<file path="src/pkg/sdp_regs.svh">
`ifndef SDP_REGS_SVH
`define SDP_REGS_SVH

// Clock rate and nonvolatile write time
`define SDP_CLK_KHZ 40000
`define SDP_NV_WRITE_MS 10
`define SDP_NV_WRITE_CYC (`SDP_NV_WRITE_MS * `SDP_CLK_KHZ)

// Identification byte layout
`define SDP_ID_TYPE_MSB 7
`define SDP_ID_TYPE_LSB 4
`define SDP_ID_ADDR_BIT 1
`define SDP_ID_RW_BIT 0

// Instruction byte layout
`define SDP_OP_MSB 7
`define SDP_OP_LSB 5
`define SDP_SEL_MSB 1
`define SDP_SEL_LSB 0

// Device type code: arbitrary neutral value
`define SDP_TYPE_CODE 4'h9

// Reset and power-up values
`define SDP_WIPER_RST 10'h000
`define SDP_STORE_INIT 10'h200
`define SDP_DEFAULT_SLOT 2'h0

// Last bit index of a byte and of a data word
`define SDP_BYTE_LAST 4'h7
`define SDP_WORD_LAST 4'hf

`endif

</file>
<file path="src/pkg/sdp_pkg.sv">
package sdp_pkg;

  // Gray coded along boot -> load -> idle -> id -> instr -> data -> skip
  typedef enum logic [2:0]
  {
    ST_BOOT  = 3'h5,
    ST_LOAD  = 3'h4,
    ST_IDLE  = 3'h0,
    ST_ID    = 3'h1,
    ST_INSTR = 3'h3,
    ST_DATA  = 3'h2,
    ST_SKIP  = 3'h6
  } sdp_state_type;

  // Instruction opcodes
  typedef enum logic [2:0]
  {
    OP_NOP0     = 3'h0,
    OP_NOP1     = 3'h1,
    OP_XFR      = 3'h2,
    OP_RD_STAT  = 3'h3,
    OP_RD_WIPER = 3'h4,
    OP_WR_WIPER = 3'h5,
    OP_RD_STORE = 3'h6,
    OP_WR_STORE = 3'h7
  } sdp_op_type;

  // Serial pins and straps as seen at the device boundary
  typedef struct packed
  {
    logic cs_n;
    logic sck;
    logic si;
    logic hold_n;
    logic wp_n;
    logic address_strap;
  } sdp_pins_type;

endpackage

</file>
<file path="src/rtl/sdp_store_mem.sv">
`include "sdp_regs.svh"
// Four stored position slots; read data comes out of a register
module sdp_store_mem #(
  parameter int WIDTH = 10,
  parameter int DEPTH = 4,
  parameter int AW = 2,
  parameter logic [WIDTH-1:0] INIT = `SDP_STORE_INIT
) (
  input wire logic clk,
  input wire logic rst_n,
  input wire logic we,
  input wire logic [AW-1:0] waddr,
  input wire logic [WIDTH-1:0] wdata,
  input wire logic [AW-1:0] raddr,
  output logic [WIDTH-1:0] rdata
);

  logic [WIDTH-1:0] mem_q [DEPTH];
  logic [WIDTH-1:0] mem_d [DEPTH];
  logic [WIDTH-1:0] rdata_q;
  logic [WIDTH-1:0] rdata_d;

  // Next contents; a write and a read of the same slot return the old word
  always_comb
  begin
    mem_d = mem_q;
    if (we)
    begin
      mem_d[waddr] = wdata;
    end
    rdata_d = mem_q[raddr];
  end

  // Reset stands in for the contents kept over power-down
  always_ff @(posedge clk or negedge rst_n)
  begin
    if (!rst_n)
    begin
      for (int i = 0; i < DEPTH; i++)
      begin
        mem_q[i] <= INIT;
      end
      rdata_q <= '0;
    end
    else
    begin
      mem_q <= mem_d;
      rdata_q <= rdata_d;
    end
  end

  assign rdata = rdata_q;

endmodule

</file>
<file path="src/rtl/sdp_spi_pot.sv">
`include "sdp_regs.svh"
module sdp_spi_pot #(
  parameter int WIPER_W = 10,
  parameter int TAPS = 1024,
  parameter int NV_WRITE_CYCLES = `SDP_NV_WRITE_CYC
) (
  input wire logic clk,
  input wire logic rst_n,
  input wire sdp_pkg::sdp_pins_type pins,
  output logic so,
  output logic so_oe,
  output logic [WIPER_W-1:0] wiper_position_reg,
  output logic [TAPS-1:0] tap_select,
  output logic write_pending_flag,
  output logic standby,
  output logic active
);

  localparam int NVW = $clog2(NV_WRITE_CYCLES + 1);
  localparam sdp_pkg::sdp_pins_type PINS_RST = '{cs_n: 1'h1, sck: 1'h0, si: 1'h0,
                                                 hold_n: 1'h1, wp_n: 1'h1, address_strap: 1'h0};

  // Read opcodes need the direction bit set, the others need it clear
  function automatic logic is_read(input sdp_pkg::sdp_op_type op);
    is_read = (op == sdp_pkg::OP_RD_STAT) || (op == sdp_pkg::OP_RD_WIPER) ||
              (op == sdp_pkg::OP_RD_STORE);
  endfunction

  sdp_pkg::sdp_pins_type pins_s1_q;
  sdp_pkg::sdp_pins_type pins_s2_q;
  logic sck_s3_q;
  logic cs_s3_q;
  logic sck_rise;
  logic sck_fall;
  logic cs_fall;
  logic paused;

  sdp_pkg::sdp_state_type state_q, state_d;
  sdp_pkg::sdp_op_type op_q, op_d;
  logic [3:0] cnt_q, cnt_d;
  logic [15:0] sh_q, sh_d;
  logic [15:0] out_q, out_d;
  logic [15:0] rd_word;
  logic [7:0] byte_in;
  logic [15:0] word_in;
  logic [1:0] sel_q, sel_d;
  logic rw_q, rw_d;
  logic first_q, first_d;
  logic armed_q, armed_d;
  logic seen_high_q, seen_high_d;
  logic xfr_q, xfr_d;
  logic so_q, so_d;
  logic so_oe_q, so_oe_d;
  logic [WIPER_W-1:0] wiper_q, wiper_d;
  logic [TAPS-1:0] tap_q, tap_d;
  logic mem_we;
  logic [1:0] mem_raddr;
  logic [WIPER_W-1:0] mem_rdata;
  logic nv_start;
  logic wip_q, wip_d;
  logic [NVW-1:0] nv_cnt_q, nv_cnt_d;
  logic standby_q, standby_d;
  logic active_q, active_d;

  // Two flops on every pin; edge detectors read only the second and third stage
  always_ff @(posedge clk or negedge rst_n)
  begin
    if (!rst_n)
    begin
      pins_s1_q <= PINS_RST;
      pins_s2_q <= PINS_RST;
      sck_s3_q <= 1'h0;
      cs_s3_q <= 1'h1;
    end
    else
    begin
      pins_s1_q <= pins;
      pins_s2_q <= pins_s1_q;
      sck_s3_q <= pins_s2_q.sck;
      cs_s3_q <= pins_s2_q.cs_n;
    end
  end

  assign sck_rise = pins_s2_q.sck & ~sck_s3_q;
  assign sck_fall = ~pins_s2_q.sck & sck_s3_q;
  // Sync reset values are not a real high level, so a fall needs a high seen after boot
  assign cs_fall = ~pins_s2_q.cs_n & cs_s3_q & seen_high_q;
  // Pause only counts once a transfer is underway
  assign paused = ~pins_s2_q.hold_n & ~pins_s2_q.cs_n &
                  ((state_q == sdp_pkg::ST_ID) || (state_q == sdp_pkg::ST_INSTR) ||
                   (state_q == sdp_pkg::ST_DATA));
  assign byte_in = {sh_q[6:0], pins_s2_q.si};
  assign word_in = {sh_q[14:0], pins_s2_q.si};
  // Boot reads the default slot, otherwise the select as it is loaded, saving a cycle
  assign mem_raddr = (state_q == sdp_pkg::ST_BOOT) ? `SDP_DEFAULT_SLOT : sel_d;

  // Word shifted out for the current read opcode
  always_comb
  begin
    case (op_q)
      sdp_pkg::OP_RD_WIPER: rd_word = {6'h00, wiper_q};
      sdp_pkg::OP_RD_STORE: rd_word = {6'h00, mem_rdata};
      sdp_pkg::OP_RD_STAT: rd_word = {7'h00, wip_q, 8'h00};
      default: rd_word = 16'h0000;
    endcase
  end

  // Serial sequencer: hold freezes it, deselect ends the frame
  always_comb
  begin
    state_d = state_q;
    op_d = op_q;
    cnt_d = cnt_q;
    sh_d = sh_q;
    out_d = out_q;
    sel_d = sel_q;
    rw_d = rw_q;
    first_d = first_q;
    armed_d = armed_q | cs_fall;
    seen_high_d = seen_high_q | (pins_s2_q.cs_n && state_q != sdp_pkg::ST_BOOT && state_q != sdp_pkg::ST_LOAD);
    xfr_d = 1'h0;
    so_d = so_q;
    wiper_d = wiper_q;
    mem_we = 1'h0;
    nv_start = 1'h0;
    if (!paused)
    begin
      case (state_q)
        sdp_pkg::ST_BOOT:
        begin
          state_d = sdp_pkg::ST_LOAD;
        end
        sdp_pkg::ST_LOAD:
        begin
          wiper_d = mem_rdata;
          state_d = sdp_pkg::ST_IDLE;
        end
        sdp_pkg::ST_IDLE:
        begin
          // A low select left over from power-up does not start a frame
          if ((armed_q || cs_fall) && !pins_s2_q.cs_n)
          begin
            state_d = sdp_pkg::ST_ID;
            cnt_d = 4'h0;
          end
        end
        sdp_pkg::ST_ID:
        begin
          if (sck_rise)
          begin
            sh_d = word_in;
            cnt_d = cnt_q + 4'h1;
            if (cnt_q == `SDP_BYTE_LAST)
            begin
              cnt_d = 4'h0;
              rw_d = byte_in[`SDP_ID_RW_BIT];
              if ((byte_in[`SDP_ID_TYPE_MSB:`SDP_ID_TYPE_LSB] == `SDP_TYPE_CODE) &&
                  (byte_in[`SDP_ID_ADDR_BIT] == pins_s2_q.address_strap))
              begin
                state_d = sdp_pkg::ST_INSTR;
              end
              else
              begin
                state_d = sdp_pkg::ST_SKIP;
              end
            end
          end
        end
        sdp_pkg::ST_INSTR:
        begin
          if (sck_rise)
          begin
            sh_d = word_in;
            cnt_d = cnt_q + 4'h1;
            if (cnt_q == `SDP_BYTE_LAST)
            begin
              cnt_d = 4'h0;
              op_d = sdp_pkg::sdp_op_type'(byte_in[`SDP_OP_MSB:`SDP_OP_LSB]);
              sel_d = byte_in[`SDP_SEL_MSB:`SDP_SEL_LSB];
              first_d = 1'h1;
              if (op_d == sdp_pkg::OP_NOP0 || op_d == sdp_pkg::OP_NOP1 || is_read(op_d) != rw_q)
              begin
                state_d = sdp_pkg::ST_SKIP;
              end
              else if (op_d == sdp_pkg::OP_XFR)
              begin
                // Slot read follows the new select at once, so the copy lands next cycle
                xfr_d = 1'h1;
                state_d = sdp_pkg::ST_SKIP;
              end
              else
              begin
                state_d = sdp_pkg::ST_DATA;
              end
            end
          end
        end
        sdp_pkg::ST_DATA:
        begin
          if (is_read(op_q))
          begin
            if (sck_fall)
            begin
              first_d = 1'h0;
              so_d = first_q ? rd_word[15] : out_q[15];
              out_d = first_q ? {rd_word[14:0], 1'h0} : {out_q[14:0], 1'h0};
            end
          end
          else if (sck_rise)
          begin
            sh_d = word_in;
            cnt_d = cnt_q + 4'h1;
            if (cnt_q == `SDP_WORD_LAST)
            begin
              state_d = sdp_pkg::ST_SKIP;
              if (op_q == sdp_pkg::OP_WR_WIPER)
              begin
                wiper_d = word_in[WIPER_W-1:0];
              end
              else if (pins_s2_q.wp_n && !wip_q)
              begin
                mem_we = 1'h1;
                nv_start = 1'h1;
              end
            end
          end
        end
        default:
        begin
          state_d = state_q;
        end
      endcase
    end
    if (xfr_q)
    begin
      wiper_d = mem_rdata;
    end
    // Deselect ends any frame; boot steps finish regardless
    if (pins_s2_q.cs_n && state_q != sdp_pkg::ST_BOOT && state_q != sdp_pkg::ST_LOAD)
    begin
      state_d = sdp_pkg::ST_IDLE;
    end
    // Output driven only once the first read bit is out, never in pause
    so_oe_d = (state_d == sdp_pkg::ST_DATA) && is_read(op_q) && !first_d && !paused &&
              !pins_s2_q.cs_n;
    tap_d = '0;
    tap_d[wiper_d] = 1'h1;
    standby_d = pins_s2_q.cs_n & ~wip_q;
    active_d = ~pins_s2_q.cs_n;
  end

  always_ff @(posedge clk or negedge rst_n)
  begin
    if (!rst_n)
    begin
      state_q <= sdp_pkg::ST_BOOT;
      op_q <= sdp_pkg::OP_NOP0;
      cnt_q <= 4'h0;
      sh_q <= 16'h0000;
      out_q <= 16'h0000;
      sel_q <= 2'h0;
      rw_q <= 1'h0;
      first_q <= 1'h0;
      armed_q <= 1'h0;
      seen_high_q <= 1'h0;
      xfr_q <= 1'h0;
      so_q <= 1'h0;
      so_oe_q <= 1'h0;
      wiper_q <= `SDP_WIPER_RST;
      tap_q <= {{(TAPS-1){1'h0}}, 1'h1};
      standby_q <= 1'h1;
      active_q <= 1'h0;
    end
    else
    begin
      state_q <= state_d;
      op_q <= op_d;
      cnt_q <= cnt_d;
      sh_q <= sh_d;
      out_q <= out_d;
      sel_q <= sel_d;
      rw_q <= rw_d;
      first_q <= first_d;
      armed_q <= armed_d;
      seen_high_q <= seen_high_d;
      xfr_q <= xfr_d;
      so_q <= so_d;
      so_oe_q <= so_oe_d;
      wiper_q <= wiper_d;
      tap_q <= tap_d;
      standby_q <= standby_d;
      active_q <= active_d;
    end
  end

  // Nonvolatile write timer; further stored writes are refused while it runs
  always_comb
  begin
    wip_d = wip_q;
    nv_cnt_d = nv_cnt_q;
    if (nv_start)
    begin
      wip_d = 1'h1;
      nv_cnt_d = '0;
    end
    else if (wip_q)
    begin
      if (nv_cnt_q == NVW'(NV_WRITE_CYCLES - 1))
      begin
        wip_d = 1'h0;
      end
      else
      begin
        nv_cnt_d = nv_cnt_q + NVW'(1);
      end
    end
  end

  always_ff @(posedge clk or negedge rst_n)
  begin
    if (!rst_n)
    begin
      wip_q <= 1'h0;
      nv_cnt_q <= '0;
    end
    else
    begin
      wip_q <= wip_d;
      nv_cnt_q <= nv_cnt_d;
    end
  end

  sdp_store_mem #(
    .WIDTH(WIPER_W),
    .DEPTH(4),
    .AW(2),
    .INIT(`SDP_STORE_INIT)
  ) u_store (
    .clk(clk),
    .rst_n(rst_n),
    .we(mem_we),
    .waddr(sel_q),
    .wdata(word_in[WIPER_W-1:0]),
    .raddr(mem_raddr),
    .rdata(mem_rdata)
  );

  assign so = so_q;
  assign so_oe = so_oe_q;
  assign wiper_position_reg = wiper_q;
  assign tap_select = tap_q;
  assign write_pending_flag = wip_q;
  assign standby = standby_q;
  assign active = active_q;
endmodule

</file>
<file path="config.mk">
export PLATFORM = sky130hd
export DESIGN_NAME = sdp_spi_pot
export DESIGN_NICKNAME = d
export VERILOG_FILES = /design/src/pkg/sdp_pkg.sv /design/src/rtl/sdp_store_mem.sv /design/src/rtl/sdp_spi_pot.sv
export VERILOG_INCLUDE_DIRS = /design/src /design/src/pkg
export SDC_FILE = /design/constraint.sdc
export NUM_CORES = 1
export LEC_CHECK = 0
export BUFFER_PORTS_ARGS = -buffer_cell sky130_fd_sc_hd__buf_2
export CAP_MARGIN = 25
export CORE_AREA = 2 2 403 405
export DETAILED_ROUTE_END_ITERATION = 10
export DIE_AREA = 0 0 405 407
export MAX_ROUTING_LAYER = met4
export PLACE_DENSITY_LB_ADDON = 0.12
export SYNTH_ARGS = -nofsm -noshare
export SYNTH_HDL_FRONTEND = slang
export SYNTH_SLANG_ARGS = --single-unit
</file>
<file path="constraint.sdc">
create_clock -name clk -period 4.1 [get_ports clk]
set_input_delay 0.82 -clock clk [delete_from_list [all_inputs] [get_ports clk]]
set_output_delay 0.82 -clock clk [all_outputs]
set_load 0.1 [all_outputs]
</file>
==> out/qor.csv <==
metric,value,unit
postCtsSetupBuffers,0,
crit_required,4.66,ns
peakVddDrop,0.367,mV
fin_skew,0.0440,ns
p_leak,26.8,nW
largest_reg_flops,1024,
worst_hold_path_type,primary input to async pin,
cp_max_fo,15,
syn-num-nets,3023,
power.share.switching,22.7,%
hold_buffers,0,
grt_antenna_before_repair,5,
grt_first_pass_wirelength,247000,microns
cts_resized,0,
design_area,52100,sq um
setup_violations,0,
stdcell_count,6230,
finalSetupTns,0,ns
powerDensity,468,nW/um^2
clock_path_buffers,3,
critPathKind,flop to flop,
ys_ff_latch,1163,
track_usage,21.6,%
wl_per_cell,28.7,microns
worstPathArrival,4.37,ns
slew_headroom,30.6,%
clock_latency,0.78,ns
htree_num_levels,4,
power_frac_comb,1.4,%
cts_buffers,135,
synthFlopType,dfrtp_1,
fin_hold_ws,0.0928,ns
worst_pin_slew,1.04,ns
routabilityCongestion,0.794,
avgSynthCellArea,13.0,sq um
syn_area,39200,sq um
synth_cells,3013,
clk_pin_slew,0.06,ns
first_iter_violations,1932,
grt_pass1_vias,29900,
clock-root-buffer,clkbuf_16,
crit_path_cell_trace,and2b_1 -> a2111oi_0 -> a221o_1 -> a211oi_2 -> nand4_1 -> buf_4 -> nor3_1,
clockPowerShare,51.1,%
async_reset_ff_share,100,%
die_x,405,microns
fin_ws,0.298,ns
synth_edf_count,0,
vias,29100,
grt_overflow,0,
synth_top_family_by_area,simple AND/OR/NAND/NOR gates,
post-route-drc-count,0,
via_per_inst,4.68,
grt_max_degree,140,
drv_cap,0,
seqPwrFrac,47.4,%
die_y,407,microns
port_buffers,1046,
syn2layout_area_growth,33.0,%
place_area,47500,sq um
critPathMaxStageDelay,0.62,ns
cp-end-kind,flop,
status,finished clean,
die_area,165000,sq um
hold_violations,0,
wirelength,179000,microns
layout.nets,3978,
path_buf_inv,1,
fmax,263,MHz
slew_viol_final,0,
cts_tree,yes,
first_pass_iters,5,
synth_xor_area_share,0.380,%
ios,1047,
initial_core_util,24.5,%
synth.lib_cells_used.distinct,63,
ys_seq_area_share,74.3,%
ys_warn_count,0,
dpl.cell_count,5991,
p_switching,5.53,mW
synthMuxAreaShare,2.59,%
dp_hpwl,113000,microns
drive_above_1_share,37.2,%
p_int,18.9,mW
synth_fa_ha_area_share,0.0638,%
critPathLaunchType,flop,
rows,147,
synth-compound-area-share,1.75,%
rsz0062_at_grt,false,
cp_slowest_cell,dfstp_2,
cpLargestDelayFamily,simple AND/OR/NAND/NOR gates,
core,160000,sq um
period_share,92.7,%
antenna_left,0,
synth-simple-area-share,16.7,%
period_minus_slack,3.80,ns
clock-sinks,1163,
place_ws,0.441,ns
-- metrics by stage --
stage	utilization (%)	power, mW
after floorplan	-	11.8
after global placement	29.7	12.2
after detailed placement	29.7	12.2
after CTS	32.5	24.8
after global routing	32.5	25.2
final	32.6	24.4
-- cells in the mapped netlist (18+ instances only) --
master       n  area share [%]
dfrtp_1   1148              73
nor3_1     799              10
clkbuf_1   255             2.4
nor4_1     232             3.7
buf_2       96             1.2
mux2_2      58             1.7
nand2_1     54            0.52
nor2_1      36            0.34
mux2i_1     35            0.89
buf_1       29            0.28
nand4_1     28            0.45
inv_1       24            0.23
o21ai_0     19            0.24
nand3_1     18            0.23
-- power by group through the flow --
stage | registers (mW) | clock network, mW | logic [mW]
after floorplan | 11.8 | 0 | 0.0651
after detailed placement | 11.8 | 0 | 0.375
after CTS | 11.6 | 12.8 | 0.374
after global placement | 11.8 | 0 | 0.377
after global routing | 11.6 | 13.2 | 0.409
final | 11.6 | 12.5 | 0.350
-- kinds of logic after synthesis --
| family | Yosys count |
|---|---|
| AO/OA/AOI/OAI | 96 |
| XOR/XNOR | 17 |
| adder cells (fa/ha/maj) | 2 |
| buffers and inverters | 405 |
| flip-flops | 1163 |
| multiplexers | 94 |
| AND/OR/NAND/NOR | 1236 |
-- area by class of cell --
class	instances	area (sq um)
multi-input combinational	1445	8600
inverter	25	93.8
clock buffer	198	3980
tap	2160	2700
timing repair buffer	1198	7030
sequential	1163	29100
antenna	2	5.00
fill	16300	108000
clock inverter	39	623
-- metal layers --
metal | part of all wire (%) | GRT usage (%)
met1 | 41 | 26.5
met2 | 50 | 35.4
met3 | 6.1 | 5.25
met4 | 3.2 | 6.66
met5 | 0 | -
-- path summary, 6_finish.rpt --
kind	slack, ns	depth (start not counted)	startpoint	end
min	0.09	1	rst_n	tap_select[444]$_DFF_PN0_
max in group asynchronous	2.85	2	rst_n	u_store.rdata[2]$_DFF_PN0_
min reg2reg	0.35	0	pins_s1_q[5]$_DFF_PN1_	pins_s2_q[5]$_DFF_PN1_
min in group clk	0.16	1	pins[2]	pins_s1_q[2]$_DFF_PN1_
max	0.30	7	state_q[2]$_DFF_PN1_	tap_select[669]$_DFF_PN0_
max reg2reg	0.30	7	state_q[2]$_DFF_PN1_	tap_select[669]$_DFF_PN0_
-- cell usage in the layout (no fill, tap or decap), drive strengths merged, types with 4 or more instances in the layout --
master,n
buf,1198
dfrtp,1148
nor3,799
nor4,233
clkbuf,198
mux2,59
nand2,54
nor2,36
mux2i,35
inv,34
nand4,28
clkinv,22
o21ai,19
nand3,19
nand3b,16
o22ai,16
dfstp,15
xor2,13
a22oi,11
and3,8
a21oi,8
bufinv,8
and2,7
or3,7
a221oi,7
nor2b,5
nand2b,5
a31oi,4
a21o,4
xnor2,4
Note: power is estimated with default switching activity, not from simulation.
